`config.mk`:
```
export PLATFORM = sky130hd
export DESIGN_NAME = dtt_dual_timer_timebase
export DESIGN_NICKNAME = d
export VERILOG_FILES = /design/src/hw/dtt_pkg.sv /design/src/hw/dtt_dual_timer_timebase.sv /design/src/hw/dtt_pin_edge.sv /design/src/hw/dtt_reload_counter.sv
export SDC_FILE = /design/constraint.sdc
export NUM_CORES = 1
export LEC_CHECK = 0
export ABC_AREA = 1
export BUFFER_PORTS_ARGS = -buffer_cell sky130_fd_sc_hd__buf_2
export CELL_PAD_IN_SITES_DETAIL_PLACEMENT = 2
export CELL_PAD_IN_SITES_GLOBAL_PLACEMENT = 2
export CORE_MARGIN = 5
export CORE_UTILIZATION = 34
export CTS_CLUSTER_SIZE = 16
export DETAILED_ROUTE_END_ITERATION = 6
export PLACE_DENSITY = 0.91
export RECOVER_POWER = 50
export SYNTH_ARGS = -nofsm -noshare
export SYNTH_HDL_FRONTEND = slang
export SYNTH_HIERARCHICAL = 1
export SYNTH_SLANG_ARGS = --single-unit
```
`constraint.sdc`:
```
create_clock -name clk -period 3.35 [get_ports clk]
set_input_delay 0 -clock clk [delete_from_list [all_inputs] [get_ports clk]]
set_output_delay 0 -clock clk [all_outputs]
set_load 0.02 [all_outputs]
```
`src/hw/dtt_pkg.sv`:
```
package dtt_pkg;

  ////////////////////////////////////////////////////////////////////////////////
  // Bus geometry
  localparam int unsigned DTT_DATA_W = 32;
  localparam int unsigned DTT_ADDR_W = 12;
  localparam int unsigned DTT_IDX_W = 8;
  localparam int unsigned DTT_IDX_LSB = 2;
  localparam int unsigned DTT_REG_W = 8;

  typedef logic [DTT_ADDR_W-1:0] dtt_addr_t;
  typedef logic [DTT_DATA_W-1:0] dtt_data_t;
  typedef logic [DTT_IDX_W-1:0] dtt_idx_t;
  typedef logic [DTT_REG_W-1:0] dtt_byte_t;

  ////////////////////////////////////////////////////////////////////////////////
  // Register indices, byte address is four times the index
  localparam dtt_idx_t DTT_IDX_INTERRUPT_ENABLE_REG = 8'h02;
  localparam dtt_idx_t DTT_IDX_TIMER_ONE_PRELOAD_LOW = 8'h03;
  localparam dtt_idx_t DTT_IDX_TIMER_ONE_PRELOAD_HIGH = 8'h04;
  localparam dtt_idx_t DTT_IDX_TIMER_TWO_PRELOAD_LOW = 8'h05;
  localparam dtt_idx_t DTT_IDX_TIMER_TWO_PRELOAD_HIGH = 8'h06;
  localparam dtt_idx_t DTT_IDX_OPERATION_CONTROL_PRIMARY = 8'h09;
  localparam dtt_idx_t DTT_IDX_OPERATION_CONTROL_SECONDARY = 8'h0A;
  localparam dtt_idx_t DTT_IDX_PENDING_STATUS = 8'h0B;

  ////////////////////////////////////////////////////////////////////////////////
  // Field positions
  localparam int unsigned DTT_IER_TIMER_ONE_BIT = 2;
  localparam int unsigned DTT_IER_TIMER_TWO_BIT = 1;
  localparam int unsigned DTT_OP1_TIMER_ONE_RUN_BIT = 2;
  localparam int unsigned DTT_OP1_TIMER_TWO_RUN_BIT = 3;
  localparam int unsigned DTT_OP2_TICK_ENABLE_BIT = 4;
  localparam int unsigned DTT_OP2_SELECT_LSB = 0;
  localparam int unsigned DTT_SELECT_W = 4;
  localparam int unsigned DTT_PEND_TIMER_ONE_BIT = 0;
  localparam int unsigned DTT_PEND_TIMER_TWO_BIT = 1;
  localparam int unsigned DTT_PEND_TICK_BIT = 2;
  localparam int unsigned DTT_PEND_W = 3;

  ////////////////////////////////////////////////////////////////////////////////
  // Counter values and reset values
  localparam int unsigned DTT_CNT_W = 16;
  localparam logic [DTT_CNT_W-1:0] DTT_CNT_RESET = 16'h0000;
  localparam logic [DTT_CNT_W-1:0] DTT_CNT_ALL_ONES = 16'hFFFF;
  localparam dtt_byte_t DTT_BYTE_ZERO = 8'h00;
  localparam dtt_data_t DTT_DATA_ZERO = 32'h0000_0000;

  // System clock over 1.5: three phases, two of them count
  localparam logic [1:0] DTT_DIV_PHASE_FIRST = 2'h0;
  localparam logic [1:0] DTT_DIV_PHASE_LAST = 2'h2;

endpackage

```
`src/hw/dtt_dual_timer_timebase.sv`:
```
`timescale 1ns/1ps
// Function
// - Two 16-bit down counters, two byte preloads each
// - Enabled counter decrements once per clock pulse
// - Underflow from zero raises timer interrupt
// - Underflow reloads counter from combined preloads
// - Interval between interrupts is preload plus one
// - Reset clears counters; enabling at zero fires
// - First timer counts slow, or fast when fast-only
// - Second timer counts system clock over 1.5
// - Enable register bit 2 gates first timer
// - Enable register bit 1 gates second timer
// - Operation register bit 2 runs first timer
// - Operation register bit 3 runs second timer
// - First timer preloads at 0x03 and 0x04
// - Second timer preloads at 0x05 and 0x06
// - Time base divides slow clock by 2^(select+1)
// - Code zero gives half slow rate, halving onward
// - Bit 4 enables time base; select write-only
// - Time base uses slow clock; first timer too unless fast-only
module dtt_dual_timer_timebase (
  input wire logic clk, // System clock, 125 MHz
  input wire logic rst, // Synchronous reset, active high
  input wire dtt_pkg::dtt_addr_t paddr, // APB byte address
  input wire logic psel, // APB select
  input wire logic penable, // APB access phase
  input wire logic pwrite, // APB write
  input wire dtt_pkg::dtt_data_t pwdata, // APB write data
  input wire logic [3:0] pstrb, // APB byte strobes
  output dtt_pkg::dtt_data_t prdata, // APB read data
  output logic pready, // APB ready
  output logic pslverr, // APB error on unmapped address
  input wire logic slow_clock_pin, // Slow clock pin, asynchronous
  input wire logic fast_clock, // Fast clock pin, asynchronous
  input wire logic fast_only_mode, // System in fast-clock-only mode
  output logic timer_one_irq, // First timer request, gated
  output logic timer_two_irq, // Second timer request, gated
  output logic periodic_tick_irq // Time-base request
);
  import dtt_pkg::*;

  // Channel numbers of the two timers
  localparam int unsigned TIMER_COUNT = 2;
  localparam int unsigned TIMER_ONE = 0;
  localparam int unsigned TIMER_TWO = 1;

  ////////////////////////////////////////////////////////////////////////////////
  // State

  typedef struct packed {
    logic timer_one_irq_enable;
    logic timer_two_irq_enable;
    logic timer_one_run;
    logic timer_two_run;
    logic periodic_tick_enable;
    logic [DTT_SELECT_W-1:0] periodic_tick_select;
    dtt_byte_t timer_one_preload_low;
    dtt_byte_t timer_one_preload_high;
    dtt_byte_t timer_two_preload_low;
    dtt_byte_t timer_two_preload_high;
    logic [DTT_PEND_W-1:0] pending;
    logic [1:0] div_phase;
    logic [DTT_CNT_W-1:0] tick_count;
    dtt_data_t rdata;
    logic err;
  } dtt_main_state_t;

  dtt_main_state_t q;
  dtt_main_state_t d;

  logic slow_pulse;
  logic fast_pulse;
  logic timer_one_pulse;
  logic timer_two_pulse;
  logic timer_one_uf;
  logic timer_two_uf;
  logic [DTT_CNT_W-1:0] timer_one_preload;
  logic [DTT_CNT_W-1:0] timer_two_preload;
  logic [TIMER_COUNT-1:0] timer_run;
  logic [TIMER_COUNT-1:0] timer_pulse;
  logic [TIMER_COUNT-1:0] timer_uf;
  logic [DTT_CNT_W-1:0] timer_preload [TIMER_COUNT];
  logic [DTT_CNT_W-1:0] tick_mask;
  logic tick_event;
  dtt_idx_t idx;
  logic aligned;
  logic mapped;
  logic setup_phase;
  logic write_take;
  dtt_byte_t wbyte;
  dtt_byte_t rbyte;

  ////////////////////////////////////////////////////////////////////////////////
  // Clock pins into the system domain

  dtt_pin_edge u_slow_edge (
    .clk(clk),
    .rst(rst),
    .pin_in(slow_clock_pin),
    .rise_pulse(slow_pulse)
  );

  dtt_pin_edge u_fast_edge (
    .clk(clk),
    .rst(rst),
    .pin_in(fast_clock),
    .rise_pulse(fast_pulse)
  );

  ////////////////////////////////////////////////////////////////////////////////
  // Timers

  assign timer_one_pulse = fast_only_mode ? fast_pulse : slow_pulse;
  assign timer_two_pulse = (q.div_phase != DTT_DIV_PHASE_LAST);
  assign timer_one_preload = {q.timer_one_preload_high, q.timer_one_preload_low};
  assign timer_two_preload = {q.timer_two_preload_high, q.timer_two_preload_low};

  // Both channels share one counter structure and differ only in run bit, pulse source and preload
  assign timer_run[TIMER_ONE] = q.timer_one_run;
  assign timer_run[TIMER_TWO] = q.timer_two_run;
  assign timer_pulse[TIMER_ONE] = timer_one_pulse;
  assign timer_pulse[TIMER_TWO] = timer_two_pulse;
  assign timer_preload[TIMER_ONE] = timer_one_preload;
  assign timer_preload[TIMER_TWO] = timer_two_preload;
  assign timer_one_uf = timer_uf[TIMER_ONE];
  assign timer_two_uf = timer_uf[TIMER_TWO];

  for (genvar ch = 0; ch < TIMER_COUNT; ch++) begin : g_timer
    dtt_reload_counter #(
      .WIDTH(DTT_CNT_W)
    ) u_timer (
      .clk(clk),
      .rst(rst),
      .run(timer_run[ch]),
      .tick(timer_pulse[ch]),
      .preload(timer_preload[ch]),
      .count(),
      .underflow(timer_uf[ch])
    );
  end

  ////////////////////////////////////////////////////////////////////////////////
  // Time base: select k fires every 2^(k+1) slow pulses

  always_comb begin
    tick_mask = ~(DTT_CNT_ALL_ONES << (5'(q.periodic_tick_select) + 5'd1));
    tick_event = q.periodic_tick_enable && slow_pulse
      && ((q.tick_count & tick_mask) == tick_mask);
  end

  ////////////////////////////////////////////////////////////////////////////////
  // APB decode

  always_comb begin
    idx = paddr[DTT_IDX_LSB +: DTT_IDX_W];
    aligned = (paddr[DTT_IDX_LSB-1:0] == '0);
    case (idx)
      DTT_IDX_INTERRUPT_ENABLE_REG,
      DTT_IDX_TIMER_ONE_PRELOAD_LOW,
      DTT_IDX_TIMER_ONE_PRELOAD_HIGH,
      DTT_IDX_TIMER_TWO_PRELOAD_LOW,
      DTT_IDX_TIMER_TWO_PRELOAD_HIGH,
      DTT_IDX_OPERATION_CONTROL_PRIMARY,
      DTT_IDX_OPERATION_CONTROL_SECONDARY,
      DTT_IDX_PENDING_STATUS: begin
        mapped = aligned;
      end
      default: begin
        mapped = 1'b0;
      end
    endcase
    setup_phase = psel && !penable;
    // Data sits in the low byte, so only lane 0 writes
    write_take = psel && penable && pwrite && mapped && pstrb[0];
    wbyte = pwdata[DTT_REG_W-1:0];
  end

  // Read view; write-only registers and fields read as zero
  always_comb begin
    rbyte = DTT_BYTE_ZERO;
    case (idx)
      DTT_IDX_INTERRUPT_ENABLE_REG: begin
        rbyte[DTT_IER_TIMER_ONE_BIT] = q.timer_one_irq_enable;
        rbyte[DTT_IER_TIMER_TWO_BIT] = q.timer_two_irq_enable;
      end
      DTT_IDX_OPERATION_CONTROL_PRIMARY: begin
        rbyte[DTT_OP1_TIMER_ONE_RUN_BIT] = q.timer_one_run;
        rbyte[DTT_OP1_TIMER_TWO_RUN_BIT] = q.timer_two_run;
      end
      DTT_IDX_OPERATION_CONTROL_SECONDARY: begin
        rbyte[DTT_OP2_TICK_ENABLE_BIT] = q.periodic_tick_enable;
      end
      DTT_IDX_PENDING_STATUS: begin
        rbyte[DTT_PEND_W-1:0] = q.pending;
      end
      default: begin
        rbyte = DTT_BYTE_ZERO;
      end
    endcase
  end

  ////////////////////////////////////////////////////////////////////////////////
  // Next state

  always_comb begin
    d = q;

    // Read data and error are captured in the setup cycle
    if (setup_phase) begin
      d.rdata = {{(DTT_DATA_W-DTT_REG_W){1'b0}}, rbyte};
      d.err = !mapped;
    end

    if (write_take) begin
      case (idx)
        DTT_IDX_INTERRUPT_ENABLE_REG: begin
          d.timer_one_irq_enable = wbyte[DTT_IER_TIMER_ONE_BIT];
          d.timer_two_irq_enable = wbyte[DTT_IER_TIMER_TWO_BIT];
        end
        DTT_IDX_TIMER_ONE_PRELOAD_LOW: begin
          d.timer_one_preload_low = wbyte;
        end
        DTT_IDX_TIMER_ONE_PRELOAD_HIGH: begin
          d.timer_one_preload_high = wbyte;
        end
        DTT_IDX_TIMER_TWO_PRELOAD_LOW: begin
          d.timer_two_preload_low = wbyte;
        end
        DTT_IDX_TIMER_TWO_PRELOAD_HIGH: begin
          d.timer_two_preload_high = wbyte;
        end
        DTT_IDX_OPERATION_CONTROL_PRIMARY: begin
          d.timer_one_run = wbyte[DTT_OP1_TIMER_ONE_RUN_BIT];
          d.timer_two_run = wbyte[DTT_OP1_TIMER_TWO_RUN_BIT];
        end
        DTT_IDX_OPERATION_CONTROL_SECONDARY: begin
          d.periodic_tick_enable = wbyte[DTT_OP2_TICK_ENABLE_BIT];
          d.periodic_tick_select = wbyte[DTT_OP2_SELECT_LSB +: DTT_SELECT_W];
        end
        DTT_IDX_PENDING_STATUS: begin
          d.pending = q.pending & ~wbyte[DTT_PEND_W-1:0];
        end
        default: begin
          d.pending = q.pending;
        end
      endcase
    end

    // Hardware set wins over a same-cycle software clear
    if (timer_one_uf) begin
      d.pending[DTT_PEND_TIMER_ONE_BIT] = 1'b1;
    end
    if (timer_two_uf) begin
      d.pending[DTT_PEND_TIMER_TWO_BIT] = 1'b1;
    end
    if (tick_event) begin
      d.pending[DTT_PEND_TICK_BIT] = 1'b1;
    end

    // Three-phase divider, always running
    if (q.div_phase == DTT_DIV_PHASE_LAST) begin
      d.div_phase = DTT_DIV_PHASE_FIRST;
    end else begin
      d.div_phase = q.div_phase + 2'd1;
    end

    // Divider restarts from zero each time the time base is enabled
    if (!q.periodic_tick_enable) begin
      d.tick_count = DTT_CNT_RESET;
    end else if (slow_pulse) begin
      d.tick_count = q.tick_count + DTT_CNT_W'(1);
    end
  end

  always_ff @(posedge clk) begin
    if (rst) begin
      q <= '0;
    end else begin
      q <= d;
    end
  end

  ////////////////////////////////////////////////////////////////////////////////
  // Outputs

  assign prdata = q.rdata;
  assign pready = 1'b1;
  assign pslverr = psel && penable && q.err;
  assign timer_one_irq = q.pending[DTT_PEND_TIMER_ONE_BIT] && q.timer_one_irq_enable;
  assign timer_two_irq = q.pending[DTT_PEND_TIMER_TWO_BIT] && q.timer_two_irq_enable;
  assign periodic_tick_irq = q.pending[DTT_PEND_TICK_BIT];

endmodule

```
`src/hw/dtt_pin_edge.sv`:
```
`timescale 1ns/1ps
// Two-flop synchroniser for a clock pin with a rising-edge pulse behind it
module dtt_pin_edge (
  input wire logic clk, // System clock
  input wire logic rst, // Synchronous reset, active high
  input wire logic pin_in, // Asynchronous pin level
  output logic rise_pulse // One-cycle pulse per rising edge of the pin
);

  typedef struct packed {
    logic meta;
    logic sync;
    logic last;
    logic rise;
  } dtt_edge_state_t;

  dtt_edge_state_t q;
  dtt_edge_state_t d;

  always_comb begin
    d = q;
    d.meta = pin_in;
    d.sync = q.meta;
    d.last = q.sync;
    // Only the second and third flop feed the edge detector
    d.rise = q.sync & ~q.last;
  end

  always_ff @(posedge clk) begin
    if (rst) begin
      q <= '0;
    end else begin
      q <= d;
    end
  end

  assign rise_pulse = q.rise;

endmodule

```
`src/hw/dtt_reload_counter.sv`:
```
`timescale 1ns/1ps
// Down counter with automatic reload on underflow
module dtt_reload_counter #(
  parameter int unsigned WIDTH = 16 // Counter width
) (
  input wire logic clk, // System clock
  input wire logic rst, // Synchronous reset, active high
  input wire logic run, // Count enable
  input wire logic tick, // One-cycle count pulse
  input wire logic [WIDTH-1:0] preload, // Reload value
  output logic [WIDTH-1:0] count, // Current count
  output logic underflow // One-cycle pulse on step from zero
);

  typedef struct packed {
    logic [WIDTH-1:0] cnt;
    logic uf;
  } dtt_cnt_state_t;

  dtt_cnt_state_t q;
  dtt_cnt_state_t d;

  always_comb begin
    d = q;
    d.uf = 1'b0;
    if (run && tick) begin
      if (q.cnt == '0) begin
        d.cnt = preload;
        d.uf = 1'b1;
      end else begin
        d.cnt = q.cnt - WIDTH'(1);
      end
    end
  end

  always_ff @(posedge clk) begin
    if (rst) begin
      q <= '0;
    end else begin
      q <= d;
    end
  end

  assign count = q.cnt;
  assign underflow = q.uf;

endmodule

```
; ---- After elaboration in Yosys (flattened, before gate mapping)
; Cells that the tools add are included.
; Widths: inputs -> output; s select.
[totals]
reg_bits = 110
inputBits = 56
out_inout_bits = 37
word_cells = 111
[classes]
addsub = 5
eq_ne = 11
n_shift = 1
muxes = 16
n_bitwise = 11
n_reduce_logical = 38
[op_table]
columns = cell, count
row1 = $logic_not 16->1, 2
row2 = $mux 16, 2
row3 = $sub 16x1->16 const B, 2
row4 = $eq 8x3->1 const B, 3
row5 = $eq 8x4->1 const B, 3
row6 = $reduce_and 2->1, 10
row7 = $add 16x1->16 const B, 1
row8 = $and 16x16->16, 1
row9 = $eq 16x16->1, 1
row10 = $eq 8x2->1 const B, 2
row11 = $not 16->16, 1
row12 = $shl 16x5->16 const A, 1
row13 = $logic_and 1x1->1, 12
row14 = $reduce_bool 2->1, 6
row15 = $mux 1, 10
row16 = $reduce_or 2->1, 4
row17 = $reduce_or 8->1, 1
row18 = $mux 3, 2
row19 = $add 4x1->5 const B, 1
row20 = $not 1->1, 5
row21 = $and 3x3->3, 1
row22 = $not 3->3, 1
row23 = $pmux 1 s3, 1
row24 = $add 2x1->2 const B, 1
row25 = other kinds (6), 8

; ---- Logic depth before layout (Yosys ltp)
[logic_depth]
depth_word = 8
mapped_depth = 13
mapped_depth_nobuf = 13

; ---- Cells and area by module
; Netlist, hierarchy kept.
[modules_own_cells]
columns = mod, n_inst, cells_per_inst, area_each_um2, seq_area_each_um2
row1 = dtt_dual_timer_timebase, 1, 537, 3553.4, 1361.3
row2 = dtt_reload_counter, 2, 234, 1455.1, 340.3
row3 = dtt_pin_edge, 2, 12, 115.1, 80.1

; ---- Worst setup path before layout
; Ideal clock, no wire load.
[synth_path]
path_kind = reg-to-reg
start = reg q[34] (netlist name)
end = reg q[47] (netlist name)
setup_time_ns = 0.115
arrival_ns = 1.539
required_ns = 3.235
slack_ns = 1.696
stages_incl_launch_ff = 13
n_path_buf = 0
synth_period_minus_slack_ns = 1.654
path_cell_list = dfxtp_1 > ha_1 > nand2_1 > nor2_1 > inv_1 > nor2_1 > inv_1 > nor2_1 > nand2_1 > nor3b_1 > nand3_1 > nand2_1 > nor2_1
[synth_via]
elab_chain_cells = 1
[synth_rtl]
columns = element, line
row1 = start: declaration, dtt_dual_timer_timebase.sv:68  ; dtt_main_state_t q;
row2 = start signal: assignment, dtt_dual_timer_timebase.sv:277  ; q <= '0;
row3 = start signal: assignment, dtt_dual_timer_timebase.sv:279  ; q <= d;
row4 = $add 16x1->16, dtt_dual_timer_timebase.sv:271  ; d.tick_count = q.tick_count + DTT_CNT_W'(1);
; Every way passes these cells.
; A chain may end at the register's enable or synchronous reset.

; ---- Worst setup path after layout
[layout_path]
start = in rst
end = reg u_fast_edge/q[1] (netlist name)
[layout_rtl]
columns = element, line
row1 = start: declaration, dtt_dual_timer_timebase.sv:23  ; input wire logic rst,
row2 = end signal: assignment, dtt_pin_edge.sv:31  ; q <= '0;
row3 = end signal: assignment, dtt_pin_edge.sv:33  ; q <= d;
row4 = end: declaration, dtt_pin_edge.sv:17  ; dtt_edge_state_t q;
; No word-level cell between the ends.

==> impl.org <==
** Floorplanning
- Measured along the y axis, the die boundary spans between 150 and 200 microns.
- a little over 90 I/O pins were placed.
- The die is roughly 150 microns wide.
- Once the floorplan was initialized, standard cells occupied ~35% of the core.
- Full die area :: 22600 sq um
- Core Footprint :: between 15000 and 20000 sq um
- Std-Cell Rows :: between 50 and 60

** CTS
- Counting every sink on the clock net gives 110.
- Clock-pin slew was measured on the worst setup and hold paths at approximately 0.08 ns.
- Maximum number of buffers from clock root to sink :: 2
- After clock tree synthesis, the flow added hold-fix buffers numbering 6.
- TritonCTS clock tree :: built
- Number of buffers inserted during clock tree synthesis :: 9
- Gates resized during post-CTS repair numbered 0.
- For the worst-skew pair, the clock arrives at the later sink with an insertion delay of around 0.37 ns.
- The root buffer cell chosen for the clock tree is clkbuf_16.
- In this run the post-CTS setup repair buffer count came out at 0.
- H-Tree Depth :: 3

** Setup path
- The worst register-to-register path has a depth of 9.
- Data arrives at the worst endpoint at 2.77 ns.
- In this design, the critical path's most frequently occurring cell is clkbuf_1.
- Among all stages on the critical path, the largest delay is contributed by clkbuf_1.
- Start point of the critical path :: rst
- Maximum fanout along the worst path :: 47
- In this design, the stage delay of the slowest critical-path cell is between 2 and 2.5 ns.
- Reg-to-reg critical path endpoint :: g_timer[0].u_timer/count[9]
- Register-to-register setup slack :: about 1.2 ns
- The critical path in this run is classified as in -> reg.
- Walking the worst path, the cells encountered are clkbuf_1 -> clkbuf_1 -> clkinv_1 -> nand2_1 -> inv_1.
- For the worst setup path, the data required time is about 3.6 ns.
- Critical R2R Launch :: u_slow_edge/rise_pulse
- The most critical setup path has its endpoint at u_fast_edge/q[1].
- STA classifies the critical path startpoint as a primary input.
- The worst setup path is captured at a flop.

** Routing
- After detailed routing, the average wire length per cell comes to approximately 17 microns.
- After detailed routing, the wire length on met1 is ~9300 microns.
- Initial DRC count :: 171
- Vias after detailed routing :: 6513
- In this run the top signal layer used is met4.
- Met3 Wirelength :: 649 microns
- Number of iterations in the first detailed-routing pass :: 4
- After detailed routing, the number of remaining DRC violations is 0.
- Once detail routing completed, the nets flagged for antenna violations numbered 0.
- In the detailed route, the total length drawn on met2 is between 10000 and 15000 microns.
- Number of vias per cell after detailed routing :: slightly below 5
- For this block, the routed nets add up to ~23000 microns of wire.

** Finish
- Cells with a size suffix above 1 make up approximately a tenth of the layout.
- The net count of the finished layout is 1126.
- Post-route cell area :: 7260 sq um
- Antenna Cells :: 0
- The filler cells instantiated in the layout total 2469.
- Cells fill ~37% of the core in the end.
- Relative to the synthesized area, the layout overhead comes to 8.41%.
- For this run, the number of standard cells in the final layout without fillers is 1331.

** STA
- RSZ-0062 raised after global routing :: no
- For the pin with the worst max-slew slack, the measured transition is around 2.8 ns.
- Across the routed clock network, the largest skew measured is ~0.014 ns.
- Hold Violations, Final :: 0
- Count of pins over their slew limit :: 48
- Total negative slack for setup checks :: 0 ns
- Peak Freq :: ~0.4 GHz
- Relative slew margins :: -87.9%
- The final critical path takes up between 70% and 80% of the cycle.
- Final Critical Period :: approximately 2.5 ns
- Setup violations remaining at the end of the flow were counted as 0.

** GRT
- Sum of overflow across all layers after global routing :: 0
- Via count of the first global-routing pass :: ~7500
- Entering global routing, the biggest net connects 48 pins.
- The first global-routing pass estimated 38000 microns of wire.
- Antenna violations before repair :: 0
- Global routing used between 20% and 30% of the available tracks.

** Yosys
- Yosys synthesis warning count :: 6
- The synthesized netlist contains 40 unique library cells.
- Part of the Yosys area used for sequential elements :: about 33%
- Synthesized instance count :: slightly above 1000
- The most used flip-flop cell after synthesis is dfxtp_1.
- A synthesized cell averages approximately 6.5 sq um.
- EDFF count, synth :: 0
- Asr flop ratio synth :: 0%
- Number of synthesized register bits :: 110
- The cell area that synthesis handed to floorplanning was about 6700 sq um.

** Run
- Across the run, the number of max-cap violations was 1.

** Run status
- Violated checks :: max-capacitance violations, max-slew violations
- The run finished, with violations left.

** Power
- Internal power comes to between 1.5 and 2 mW.
- Sequential cells account for between 50% and 60% of the total power.
- Max rail drop VDD :: ~0.00022 V
- Power density of the placed cells :: 348 nW/um^2
- The analysis attributes to net switching a power of 0.655 mW.
- In this run switching power makes up 25.9% of total power.
- Summed over all cells, the static leakage comes to 3.46 nW.
- Per report_power, the combinational group accounts for roughly 5.5% of the total.
- Clk pwr share :: between 40% and 50%

** Placement
- Counting tap cells, the placed design contains a total of around 1300 instances.
- DP HPWL :: around 16000 microns
- After detailed placement, the total cell area comes to 7000 sq um.
- At the end of routability-driven placement, the weighted congestion stood at 0.798.
- Port Buf Inserts :: 35

** Min path
- HP Class :: in -> reg
[metal layers]
| layer | up-vias | GRT usage (%) |
|---|---|---|
| met4 | 0 | 5.31 |
| met3 | 24 | 3.28 |
| li1 | 3213 | - |
| met1 | 3201 | 24.1 |
| met2 | 75 | 40.6 |
| met5 | - | 0 |
[worst max-delay path, delay by kind of cell]
kind	cells	cell delay, ns
AND/OR/NAND/NOR	1	0.22
buffers and inverters	4	2.55
[power groups by stage]
stage	clock [mW]	sequential [mW]	combinational, mW
after global routing	1.15	1.32	0.152
after CTS	1.10	1.32	0.141
after detailed placement	0	1.35	0.135
after global placement	0	1.35	0.129
after floorplan	0	1.35	0.111
final	1.06	1.32	0.138
[stage by stage]
stage / power, mW / hold slack (ns) / setup slack [ns]
final: 2.52 / 0.0233 / 0.841
after global routing: 2.63 / 0.0208 / 0.543
after CTS: 2.56 / 0.0138 / 1.27
after detailed placement: 1.49 / 0.212 / 1.31
after global placement: 1.48 / 0.198 / 1.42
after floorplan: 1.46 / 0.0712 / 1.70
[final cells by class]
type	count	area, sq um	share of cell area [%]
clock inverter	6	55.1	0.759
timing repair buffer	46	256	3.53
inverter	162	608	8.38
clock buffer	10	229	3.16
sequential	110	2200	30.3
tap	265	332	4.57
multi-input combinational	732	3570	49.3
[sequential cells by signal, summed over array words and instances, names as in the netlist]
name	flops
u_fast_edge/q	1
u_fast_edge/rise_pulse	1
u_slow_edge/q	1
u_slow_edge/d	2
g_timer.u_timer/count	32
u_fast_edge/d	2
prdata	5
q	62
g_timer.u_timer/underflow	2
periodic_tick_irq	1
u_slow_edge/rise_pulse	1
[kinds of logic after synthesis]
group	synth area share (%)
flip-flops	32.9
AO/OA/AOI/OAI	8.71
XOR/XNOR	0.916
other	0.112
adder cells (fa/ha/maj)	1.68
AND/OR/NAND/NOR	41.5
buffers and inverters	14.2
[placed cells by master (no fill, tap or decap), types with 8 or more instances in the layout]
cell / instances
a21oi_1: 36
a21oi_2: 12
buf_2: 25
clkbuf_1: 12
clkbuf_16: 9
conb_1: 28
dfxtp_1: 110
ha_1: 9
inv_1: 148
inv_2: 8
nand2_1: 263
nand3_1: 71
nand4_1: 31
nor2_1: 152
nor2_2: 12
nor2_4: 15
nor3_1: 12
o21ai_0: 44
[cells in the mapped netlist, types with 6 or more instances]
library cell  instances  area [sq um]
nor3_1               11          55.1
nor2_2               14          87.6
dfxtp_1             110          2200
nor2_1              148           556
clkbuf_1             11          41.3
inv_2                13          48.8
nor2_4               17           191
inv_1               146           548
nand4_1              31           194
a21oi_2              12           105
ha_1                  9           113
buf_4                33           248
nand3b_1              6          45.0
o21ai_0              44           220
nand3_1              68           340
nand2_2               8          50.1
a21oi_1              36           180
nand2_1             261           980
[how the worst min path moves through the flow]
stage                             endpoint  depth (start not counted)  slack [ns]      startpoint
after floorplan           u_fast_edge/d[2]                          1        0.07             rst
after global placement    u_slow_edge/d[2]                          3        0.20  slow_clock_pin
after detailed placement  u_fast_edge/d[2]                          3        0.21      fast_clock
after CTS                            q[82]                          3        0.01       pwdata[4]
after global routing                 q[82]                          3        0.02       pwdata[4]
final                                q[57]                          3        0.02       pwdata[3]
No activity file was read; power rests on OpenSTA's default activity.
